<file path="src/crg_pkg.sv">
// crg_pkg: constants, selector and operation enums, carrier structs for the core control registers
// assumes one 250 MHz clock; data operands are 24-bit words, immediates and condition codes are 8 bits
package crg_pkg;
  localparam int WORD_W   = 24;
  localparam int BYTE_W   = 8;
  localparam int NUM_AGU  = 8;
  localparam int STK_DEPTH = 16;
  localparam int STK_AW   = 4;
  localparam logic [23:0] OPMODE_DEF_MASK = 24'hFFFFFF;
  localparam logic [23:0] VBASE_DEF_MASK  = 24'hFFFF00;
  localparam logic [23:0] WORD_ONE        = 24'h000001;
  localparam logic [23:0] WORD_ZERO       = 24'h000000;
  localparam logic [15:0] BYTE_FILL_ZERO  = 16'h0000;
  localparam logic [15:0] BYTE_FILL_ONES  = 16'hFFFF;
  localparam int CC_CARRY_BIT = 0;

  typedef enum logic [3:0] {
    SEL_ADDR, SEL_OFFSET, SEL_MODIFIER, SEL_OPMODE, SEL_VBASE, SEL_STATUS,
    SEL_MODE, SEL_CC, SEL_LCNT, SEL_LADDR, SEL_SSIZE, SEL_SSHIGH, SEL_SSLOW,
    SEL_SPTR, SEL_PC
  } crg_sel_t;

  typedef enum logic [5:0] {
    OP_ADD, OP_SUB, OP_MUL, OP_CMP, OP_SHIFT1, OP_CLR, OP_NEG, OP_RND, OP_TST,
    OP_TFR, OP_ARITH_IMM, OP_SHIFT_MB, OP_MUL_MIXED, OP_INC, OP_DEC, OP_DIV,
    OP_NORM, OP_DMAC, OP_CMPU, OP_TCC,
    OP_AND, OP_OR, OP_NOT, OP_LSR1, OP_ROL, OP_EOR, OP_LSL, OP_ROR, OP_CLB,
    OP_FIELD, OP_MERGE, OP_LOGIC_MB, OP_LOGIC_IMM, OP_ANDI, OP_ORI,
    OP_BCHG, OP_BCLR, OP_BSET, OP_BTST
  } crg_op_t;

  typedef enum logic [1:0] { TGT_MODE, TGT_CC, TGT_CHIPMODE } crg_tgt_t;

  typedef struct packed {
    logic        valid;
    logic        we;
    crg_sel_t    sel;
    logic [2:0]  idx;
    logic [23:0] wdata;
  } crg_reg_req_t;

  typedef struct packed {
    logic        valid;
    crg_op_t     op;
    logic        cond;
    logic        parMove;
    logic [7:0]  ccIn;
    logic [7:0]  imm;
    crg_tgt_t    tgt;
    logic [23:0] memIn;
    logic [4:0]  bitIdx;
  } crg_op_req_t;

  typedef struct packed {
    logic        push;
    logic        pop;
    logic        loopPair;
    logic        pcStep;
  } crg_flow_t;

  typedef struct packed {
    logic        valid;
    logic        signExt;
    logic [23:0] word;
  } crg_byte_req_t;
endpackage : crg_pkg

</file>
<file path="src/crg_core_regs.sv">
// crg_core_regs: control registers, address registers, system stack and op-group gate
// assumes requests are synchronous to clock and valid for one cycle each
`timescale 1ns/1ps
module crg_core_regs (
  input  wire logic                 clock,
  input  wire logic                 srst,
  input  crg_pkg::crg_reg_req_t     regReq,
  input  crg_pkg::crg_op_req_t      opReq,
  input  crg_pkg::crg_flow_t        flow,
  input  crg_pkg::crg_byte_req_t    byteReq,
  output logic [23:0]               regRData,
  output logic                      opDone,
  output logic                      opReject,
  output logic                      parMoveGo,
  output logic                      memWe,
  output logic [23:0]               memOut,
  output logic [23:0]               byteBus,
  output logic [23:0]               pcOut,
  output logic [23:0]               statusOut
);
  import crg_pkg::*;

  typedef struct packed {
    logic [NUM_AGU-1:0][WORD_W-1:0]   addrR;
    logic [NUM_AGU-1:0][WORD_W-1:0]   offR;
    logic [NUM_AGU-1:0][WORD_W-1:0]   modR;
    logic [WORD_W-1:0]                opMode;
    logic [WORD_W-1:0]                vbase;
    logic [WORD_W-1:0]                lcnt;
    logic [WORD_W-1:0]                laddr;
    logic [WORD_W-1:0]                ssize;
    logic [WORD_W-1:0]                sptr;
    logic [WORD_W-1:0]                pc;
    logic [BYTE_W-1:0]                extMode;
    logic [BYTE_W-1:0]                sysMode;
    logic [BYTE_W-1:0]                cc;
    logic [STK_DEPTH-1:0][2*WORD_W-1:0] stk;
    logic [WORD_W-1:0]                rdData;
    logic                             opDone;
    logic                             opReject;
    logic                             parMoveGo;
    logic                             memWe;
    logic [WORD_W-1:0]                memOut;
    logic [WORD_W-1:0]                byteBus;
  } crg_state_t;

  crg_state_t s_q;
  crg_state_t s_d;

  // parallel-move admission per operation
  function automatic logic parOk(input crg_op_t op);
    unique case (op)
      OP_ADD, OP_SUB, OP_MUL, OP_CMP, OP_SHIFT1, OP_CLR, OP_NEG, OP_RND,
      OP_TST, OP_TFR:                          parOk = 1'b1;
      OP_AND, OP_OR, OP_NOT, OP_LSR1, OP_ROL:  parOk = 1'b1;
      default:                                 parOk = 1'b0;
    endcase
  endfunction : parOk

  function automatic logic isBitOp(input crg_op_t op);
    isBitOp = (op == OP_BCHG) || (op == OP_BCLR) || (op == OP_BSET) || (op == OP_BTST);
  endfunction : isBitOp

  function automatic logic isCtrlImm(input crg_op_t op);
    isCtrlImm = (op == OP_ANDI) || (op == OP_ORI);
  endfunction : isCtrlImm

  function automatic logic [WORD_W-1:0] readReg(input crg_state_t st, input crg_sel_t sel,
                                                input logic [2:0] idx);
    logic [STK_AW-1:0] top;
    top = st.sptr[STK_AW-1:0];
    unique case (sel)
      SEL_ADDR:     readReg = st.addrR[idx];
      SEL_OFFSET:   readReg = st.offR[idx];
      SEL_MODIFIER: readReg = st.modR[idx];
      SEL_OPMODE:   readReg = st.opMode & OPMODE_DEF_MASK;
      SEL_VBASE:    readReg = st.vbase & VBASE_DEF_MASK;
      SEL_STATUS:   readReg = {st.extMode, st.sysMode, st.cc};
      SEL_MODE:     readReg = {BYTE_FILL_ZERO, st.sysMode};
      SEL_CC:       readReg = {BYTE_FILL_ZERO, st.cc};
      SEL_LCNT:     readReg = st.lcnt;
      SEL_LADDR:    readReg = st.laddr;
      SEL_SSIZE:    readReg = st.ssize;
      SEL_SSHIGH:   readReg = st.stk[top][2*WORD_W-1:WORD_W];
      SEL_SSLOW:    readReg = st.stk[top][WORD_W-1:0];
      SEL_SPTR:     readReg = st.sptr;
      SEL_PC:       readReg = st.pc;
      default:      readReg = WORD_ZERO;
    endcase
  endfunction : readReg

  always_comb begin
    logic [STK_AW-1:0] top;
    logic [STK_AW-1:0] nxt;
    logic              refuse;
    logic              testBit;
    s_d       = s_q;
    top       = s_q.sptr[STK_AW-1:0];
    nxt       = top + 1'b1;
    refuse    = 1'b0;
    testBit   = 1'b0;
    s_d.opDone    = 1'b0;
    s_d.opReject  = 1'b0;
    s_d.parMoveGo = 1'b0;
    s_d.memWe     = 1'b0;

    // read data reflects state before this cycle's write
    if (regReq.valid) begin
      s_d.rdData = readReg(s_q, regReq.sel, regReq.idx);
    end
    if (regReq.valid && regReq.we) begin
      unique case (regReq.sel)
        SEL_ADDR:     s_d.addrR[regReq.idx] = regReq.wdata;
        SEL_OFFSET:   s_d.offR[regReq.idx]  = regReq.wdata;
        SEL_MODIFIER: s_d.modR[regReq.idx]  = regReq.wdata;
        SEL_OPMODE:   s_d.opMode = regReq.wdata & OPMODE_DEF_MASK;
        SEL_VBASE:    s_d.vbase  = regReq.wdata & VBASE_DEF_MASK;
        SEL_STATUS:   {s_d.extMode, s_d.sysMode, s_d.cc} = regReq.wdata;
        SEL_MODE:     s_d.sysMode = regReq.wdata[BYTE_W-1:0];
        SEL_CC:       s_d.cc = regReq.wdata[BYTE_W-1:0];
        SEL_LCNT:     s_d.lcnt  = regReq.wdata;
        SEL_LADDR:    s_d.laddr = regReq.wdata;
        SEL_SSIZE:    s_d.ssize = regReq.wdata;
        SEL_SSHIGH:   s_d.stk[top][2*WORD_W-1:WORD_W] = regReq.wdata;
        SEL_SSLOW:    s_d.stk[top][WORD_W-1:0] = regReq.wdata;
        SEL_SPTR:     s_d.sptr = regReq.wdata;
        SEL_PC:       s_d.pc   = regReq.wdata;
        default:      s_d.sptr = s_q.sptr;
      endcase
    end

    // implicit program-counter advance over 24-bit program words
    if (flow.pcStep) begin
      s_d.pc = s_d.pc + WORD_ONE;
    end
    // push wins over pop when both arrive together
    if (flow.push) begin
      s_d.sptr = s_d.sptr + WORD_ONE;
      s_d.stk[nxt] = flow.loopPair ? {s_d.laddr, s_d.lcnt}
                                   : {s_d.pc, s_d.extMode, s_d.sysMode, s_d.cc};
    end else if (flow.pop) begin
      s_d.sptr = s_d.sptr - WORD_ONE;
      if (flow.loopPair) begin
        {s_d.laddr, s_d.lcnt} = s_q.stk[top];
      end else begin
        {s_d.pc, s_d.extMode, s_d.sysMode, s_d.cc} = s_q.stk[top];
      end
    end

    // low byte of a data word onto the data bus
    if (byteReq.valid) begin
      s_d.byteBus = {(byteReq.signExt && byteReq.word[BYTE_W-1]) ? BYTE_FILL_ONES
                     : BYTE_FILL_ZERO, byteReq.word[BYTE_W-1:0]};
    end

    // a move request on a non-parallel or conditional op refuses the whole op
    if (opReq.valid) begin
      refuse = opReq.parMove && (opReq.cond || !parOk(opReq.op));
      s_d.opReject = refuse;
      s_d.opDone   = !refuse;
      // operands are registers; buses carry only the granted move
      s_d.parMoveGo = !refuse && opReq.parMove;
      if (!refuse) begin
        if (isBitOp(opReq.op)) begin
          testBit = opReq.memIn[opReq.bitIdx];
          s_d.cc[CC_CARRY_BIT] = testBit;
          s_d.memOut = opReq.memIn;
          unique case (opReq.op)
            OP_BSET: s_d.memOut[opReq.bitIdx] = 1'b1;
            OP_BCLR: s_d.memOut[opReq.bitIdx] = 1'b0;
            OP_BCHG: s_d.memOut[opReq.bitIdx] = !testBit;
            default: s_d.memOut[opReq.bitIdx] = testBit;
          endcase
          s_d.memWe = (opReq.op != OP_BTST);
        end else if (isCtrlImm(opReq.op)) begin
          // acts on control bytes, ignores ccIn; the condition codes change only when the target is TGT_CC
          unique case (opReq.tgt)
            TGT_MODE: s_d.sysMode = (opReq.op == OP_ANDI) ? (s_d.sysMode & opReq.imm)
                                                          : (s_d.sysMode | opReq.imm);
            TGT_CC:   s_d.cc = (opReq.op == OP_ANDI) ? (s_d.cc & opReq.imm)
                                                     : (s_d.cc | opReq.imm);
            TGT_CHIPMODE: s_d.opMode[BYTE_W-1:0] = ((opReq.op == OP_ANDI)
                ? (s_d.opMode[BYTE_W-1:0] & opReq.imm)
                : (s_d.opMode[BYTE_W-1:0] | opReq.imm)) & OPMODE_DEF_MASK[BYTE_W-1:0];
            default:  s_d.cc = s_d.cc;
          endcase
        end else begin
          s_d.cc = opReq.ccIn;
        end
      end
    end
  end

  always_ff @(posedge clock) begin
    if (srst) begin
      s_q <= '0;
    end else begin
      s_q <= s_d;
    end
  end

  assign regRData  = s_q.rdData;
  assign opDone    = s_q.opDone;
  assign opReject  = s_q.opReject;
  assign parMoveGo = s_q.parMoveGo;
  assign memWe     = s_q.memWe;
  assign memOut    = s_q.memOut;
  assign byteBus   = s_q.byteBus;
  assign pcOut     = s_q.pc;
  assign statusOut = {s_q.extMode, s_q.sysMode, s_q.cc};

  property p_vbase_low;
    @(posedge clock) disable iff (srst)
      regReq.valid && regReq.sel == SEL_VBASE |=> regRData[BYTE_W-1:0] == 8'h00;
  endproperty
  a_vbase_low: assert property (p_vbase_low) else $error("vector base low byte not zero");
  property p_status_read;
    @(posedge clock) disable iff (srst)
      regReq.valid && regReq.sel == SEL_STATUS |=> regRData == $past(statusOut);
  endproperty
  a_status_read: assert property (p_status_read) else $error("status word read mismatch");
  property p_cc_keeps;
    @(posedge clock) disable iff (srst)
      regReq.valid && regReq.we && regReq.sel == SEL_CC && !opReq.valid && !flow.pop
      |=> statusOut[23:8] == $past(statusOut[23:8]) && statusOut[7:0] == $past(regReq.wdata[7:0]);
  endproperty
  a_cc_keeps: assert property (p_cc_keeps) else $error("cc write disturbed status");
  property p_cond_refuse;
    @(posedge clock) disable iff (srst)
      opReq.valid && opReq.cond && opReq.parMove |=> opReject && !parMoveGo && !opDone;
  endproperty
  a_cond_refuse: assert property (p_cond_refuse) else $error("conditional move accepted");
  property p_bit_nomove;
    @(posedge clock) disable iff (srst)
      opReq.valid && opReq.parMove && opReq.op inside {OP_BCHG, OP_BCLR, OP_BSET, OP_BTST}
      |=> opReject ##1 !opReject;
  endproperty
  a_bit_nomove: assert property (p_bit_nomove) else $error("bit op took a move");
  property p_bit_carry;
    @(posedge clock) disable iff (srst)
      opReq.valid && !opReq.parMove && opReq.op inside {OP_BCHG, OP_BCLR, OP_BSET, OP_BTST}
      |=> statusOut[CC_CARRY_BIT] == $past(opReq.memIn[opReq.bitIdx]);
  endproperty
  a_bit_carry: assert property (p_bit_carry) else $error("carry not the tested bit");
  property p_byte_sign;
    @(posedge clock) disable iff (srst)
      byteReq.valid && byteReq.signExt && byteReq.word[7] |=> byteBus[23:8] == 16'hFFFF;
  endproperty
  a_byte_sign: assert property (p_byte_sign) else $error("byte not sign extended");
  property p_push_ptr;
    @(posedge clock) disable iff (srst)
      flow.push && !(regReq.valid && regReq.we) |=> s_q.sptr == $past(s_q.sptr) + 24'h000001;
  endproperty
  a_push_ptr: assert property (p_push_ptr) else $error("push did not advance pointer");
  property p_par_grant;
    @(posedge clock) disable iff (srst)
      opReq.valid && opReq.parMove && !opReq.cond && opReq.op inside {OP_ADD, OP_AND}
      |=> parMoveGo && opDone;
  endproperty
  a_par_grant: assert property (p_par_grant) else $error("legal move refused");
  c_bset: cover property (@(posedge clock) opReq.valid && opReq.op == OP_BSET ##1 memWe);
  c_reject: cover property (@(posedge clock) opReject);
  c_push_pop: cover property (@(posedge clock) flow.push ##1 flow.pop);
  c_byte_neg: cover property (@(posedge clock) byteReq.valid && byteReq.signExt ##1 byteBus[23]);
  c_par_move: cover property (@(posedge clock) parMoveGo);
  property p_pop_ptr;
    @(posedge clock) disable iff (srst)
      flow.pop && !flow.push && !(regReq.valid && regReq.we) |=> s_q.sptr == $past(s_q.sptr) - 24'h000001;
  endproperty
  a_pop_ptr: assert property (p_pop_ptr) else $error("pop did not retreat pointer");
  property p_pc_step;
    @(posedge clock) disable iff (srst)
      flow.pcStep && !(regReq.valid && regReq.we) && !flow.pop |=> pcOut == $past(pcOut) + 24'h000001;
  endproperty
  a_pc_step: assert property (p_pc_step) else $error("program counter did not step");
  property p_arith_cc;
    @(posedge clock) disable iff (srst)
      opReq.valid && !opReq.cond && opReq.op == OP_ADD |=> statusOut[7:0] == $past(opReq.ccIn);
  endproperty
  a_arith_cc: assert property (p_arith_cc) else $error("arithmetic codes not taken");
  property p_refuse_still;
    @(posedge clock) disable iff (srst)
      opReq.valid && opReq.parMove && opReq.op == OP_EOR && !(regReq.valid && regReq.we) && !flow.pop
      |=> opReject && statusOut == $past(statusOut);
  endproperty
  a_refuse_still: assert property (p_refuse_still) else $error("refused op changed status");
  property p_ori_mode;
    @(posedge clock) disable iff (srst)
      opReq.valid && !opReq.parMove && opReq.op == OP_ORI && opReq.tgt == TGT_MODE
      && !(regReq.valid && regReq.we) && !flow.pop
      |=> (statusOut[15:8] & $past(opReq.imm)) == $past(opReq.imm);
  endproperty
  a_ori_mode: assert property (p_ori_mode) else $error("or-immediate missed mode byte");
  property p_byte_zero;
    @(posedge clock) disable iff (srst)
      byteReq.valid && !byteReq.signExt |=> byteBus[23:8] == 16'h0000;
  endproperty
  a_byte_zero: assert property (p_byte_zero) else $error("byte not zero extended");
  property p_mode_keeps;
    @(posedge clock) disable iff (srst)
      regReq.valid && regReq.we && regReq.sel == SEL_MODE && !opReq.valid && !flow.pop
      |=> statusOut[23:16] == $past(statusOut[23:16]) && statusOut[7:0] == $past(statusOut[7:0])
          && statusOut[15:8] == $past(regReq.wdata[7:0]);
  endproperty
  a_mode_keeps: assert property (p_mode_keeps) else $error("mode write disturbed status");
endmodule : crg_core_regs

</file>
<file path="config.mk">
export PLATFORM = sky130hd
export DESIGN_NAME = crg_core_regs
export DESIGN_NICKNAME = d
export VERILOG_FILES = /design/src/crg_pkg.sv /design/src/crg_core_regs.sv
export SDC_FILE = /design/constraint.sdc
export NUM_CORES = 2
export LEC_CHECK = 0
export BUFFER_PORTS_ARGS = -buffer_cell sky130_fd_sc_hd__buf_2
export CORE_UTILIZATION = 45
export DETAILED_ROUTE_END_ITERATION = 10
export PLACE_DENSITY = 0.6
export SYNTH_ARGS = -nofsm -noshare
export SYNTH_HDL_FRONTEND = slang
export SYNTH_SLANG_ARGS = --single-unit
</file>
<file path="constraint.sdc">
create_clock -name clock -period 3.8 [get_ports clock]
set_input_delay 0.76 -clock clock [delete_from_list [all_inputs] [get_ports clock]]
set_output_delay 0.76 -clock clock [all_outputs]
set_load 0.05 [all_outputs]
</file>
==> flow_summary.yaml <==
outcome:
  status: "complete, but fails checks"
  violations: "DRC, setup timing"
floorplanning:
  die_h_um: 424.2
  core_area_mm2: 0.1767
  io_pins: 245
  die_area_mm2: 0.1800
  rows: 154
  initial_utilization_pct: 45.40
  die_x_um: 424.2
global_route:
  grt_usage_pct: 39.71
  grt-ovfl-total: 0
  grt_pass1_vias: 73779
  grt_first_pass_wirelength_mm: 527.0
  antenna_found_initial: 16
  grt_max_degree: 232
yosys:
  synth.distinct_cells: 103
  seq_area_frac_synth_pct: 39.66
  yosysWarnings: 0
  async_flop_share_pct: 0
  ys.flop_type: "dfxtp_1"
  synth.top_cell.area_share_pct: 39.66
  synth_edf_count: 0
  synth.area.top_cells: "dfxtp_1 40%, nand2_1 9.5%, mux4_2 8.4%, a21oi_1 5.6%, a211oi_1 5.4%"
  synth_area_leader_cell: "dfxtp_1"
  ys_ff_latch: 1589
  synth.most_common_cell: "nand2_1"
  synth_nets: 9616
  synth.cell_area_mm2: 0.08022
  syn-instance-count: 9492
  syn_area_per_cell_um2: 8.451
  synth.top_cells.by_count: "2026 x nand2_1, 1589 x dfxtp_1, 905 x a21oi_1, 801 x nor2_1, 726 x clkbuf_1"
layout:
  final_cells: 11823
  register_area_mm2: 0.03183
  multi_input_area_mm2: 0.04343
  nets: 9454
  area.growth.synth_to_final_pct: 13.47
  fill_cells: 16491
  drive_gt1_share_pct: 17.50
clock_tree:
  htreeDepth: 4
  cts_buffer_depth: 3
  clkSlewWorstSetupHoldPaths_ns: 0.06
  post_cts_buffers: 0
  cts.repair.resized: 0
  cts_buffers: 175
  cts_hold_buffers: 0
  root_buffer: "clkbuf_16"
  insertion_delay_ns: 0.86
  cts_tree: "built"
  numClockSinks: 1589
place:
  dp_cells: 11493
  gp_congestion: 0.9944
  place_hpwl_mm: 237.7
  io_buffers: 228
sta:
  hold_violations: 0
  slew_headroom_pct: 6.762
  rsz0062_at_grt: "false"
  tns_ns: -0.2007
  setup_slack_ns: -0.06417
  finClkSkew_ns: 0.03868
  final-max-slew-violation-count: 0
  fin_crit_sh_pct: 101.7
  tightest_slew_ns: 1.393
  finalCriticalPeriod_ns: 3.864
  finalSetupViolCount: 6
  fmax_ghz: 0.2588
hold_path:
  whs_path_depth: 3
  hold_class: "primary input to flop"
power:
  netSwitchingFraction_pct: 28.89
  ir_drop_mv: 0.4024
  power_frac_comb_pct: 12.8
  intPower_mw: 28.69
  power_mw: 40.35
  pwr-share-seq_pct: 43.3
  clock_power_share_pct: 43.9
  p_per_area_mw_per_mm2: 443.3
  p_leak_nw: 32.48
  p_sw_mw: 11.66
routing:
  first_iter_violations: 12732
  wire_per_inst_um: 31.25
  wirelength_mm: 369.5
  postRouteAntennaNets: 0
  firstDrtPassIters: 11
  routed_via_density: 6.729
  post-route-drc-count: 34
  dr_total_vias: 79555
run:
  drv_cap: 0
worst_setup_path:
  startpoint_type: "flop"
  rrSetupSlack_ns: -0.06
  worst-endpoint-required_ns: 4.55
  end_kind: "flop"
  cp.arrival_ns: 4.62
  r2r_cells: 5
  critPathMaxFanout: 27
  timing_worst_setup_path_type: "flop to flop"
-- stage by stage --
step	hold slack [ns]	worst slack [ns]	area [µm²]	util [%]
after floorplan	0.4263	0.2606	80220	-
after global placement	0.4385	0.1178	85140	48.19
after detailed placement	0.4443	0.1312	85140	48.19
after CTS	0.1159	0.1744	91000	51.50
after global routing	0.1616	0.001178	91000	51.50
final	0.1517	-0.06417	91020	51.51
-- cell families after synthesis --
kind of cell	share of synthesized area, %
simple gates	17.67
compound gates	21.35
xor+xnor	0.5116
fa+ha+maj	0.04680
buf+inv	6.754
flops	39.66
mux	14.01
-- power by group through the flow --
stage | Combinational (mW) | Sequential, mW | Clock [mW]
after global placement | 4.89 | 17.8 | 0
after global routing | 5.29 | 17.5 | 18.4
after floorplan | 3.07 | 17.6 | 0
after CTS | 4.96 | 17.4 | 17.8
final | 5.16 | 17.5 | 17.7
after detailed placement | 4.95 | 17.8 | 0
-- flip-flops by register name, indices dropped and copies added, names as in the netlist --
name / flops
memWe: 1
parMoveGo: 1
pcOut: 24
statusOut: 24
opDone: 1
byteBus: 9
opReject: 1
s_q: 1480
regRData: 24
memOut: 24
-- area by class of cell --
cell class,count,share of cell area [%]
diodes,8,0.02199
repair buffers,800,7.481
clock buffers,261,5.576
clock inverters,61,0.8619
inverters,38,0.1595
well taps,2340,3.217
flip-flops and latches,1589,34.97
multi-input cells,6726,47.72
-- path summary, 6_finish.rpt --
path / from / end
max: s_q[894] / s_q[376]
min: byteReq[0] / byteBus[0]
max reg2reg: s_q[894] / s_q[376]
min reg2reg: s_q[1119] / s_q[1119]
-- cells in the final DEF, fill, tap and decap left out, types with 190 or more instances in the layout --
master	netlist	routed
a221oi_1	313	313
buf_2	190	215
nor2_1	801	766
a21oi_1	905	904
mux2i_1	339	339
a211oi_1	579	579
mux4_2	298	298
buf_4	169	476
nand3_1	213	190
dfxtp_1	1589	1585
nand2_1	2026	2021
-- critical path, stage by stage (launching register included) --
cell and delay, ns:
dfxtp_4 0.83, buf_4 0.48, nand2b_1 0.66, nor2_1 1.18, a221oi_1 0.25, a211oi_1 0.27
-- routing by layer --
layer / vias to the layer above / part of all wire [%] / wire length, µm / GRT usage, %
met1: 38536 / 38 / 140300 / 51.90
met2: 5822 / 42 / 154200 / 57.46
li1: 33887 / - / - / -
met5: - / 0.070 / 260 / 0.8201
met4: 12 / 6.9 / 25670 / 24.20
met3: 1298 / 13 / 49040 / 11.68
(Power assumes the default switching activity.)
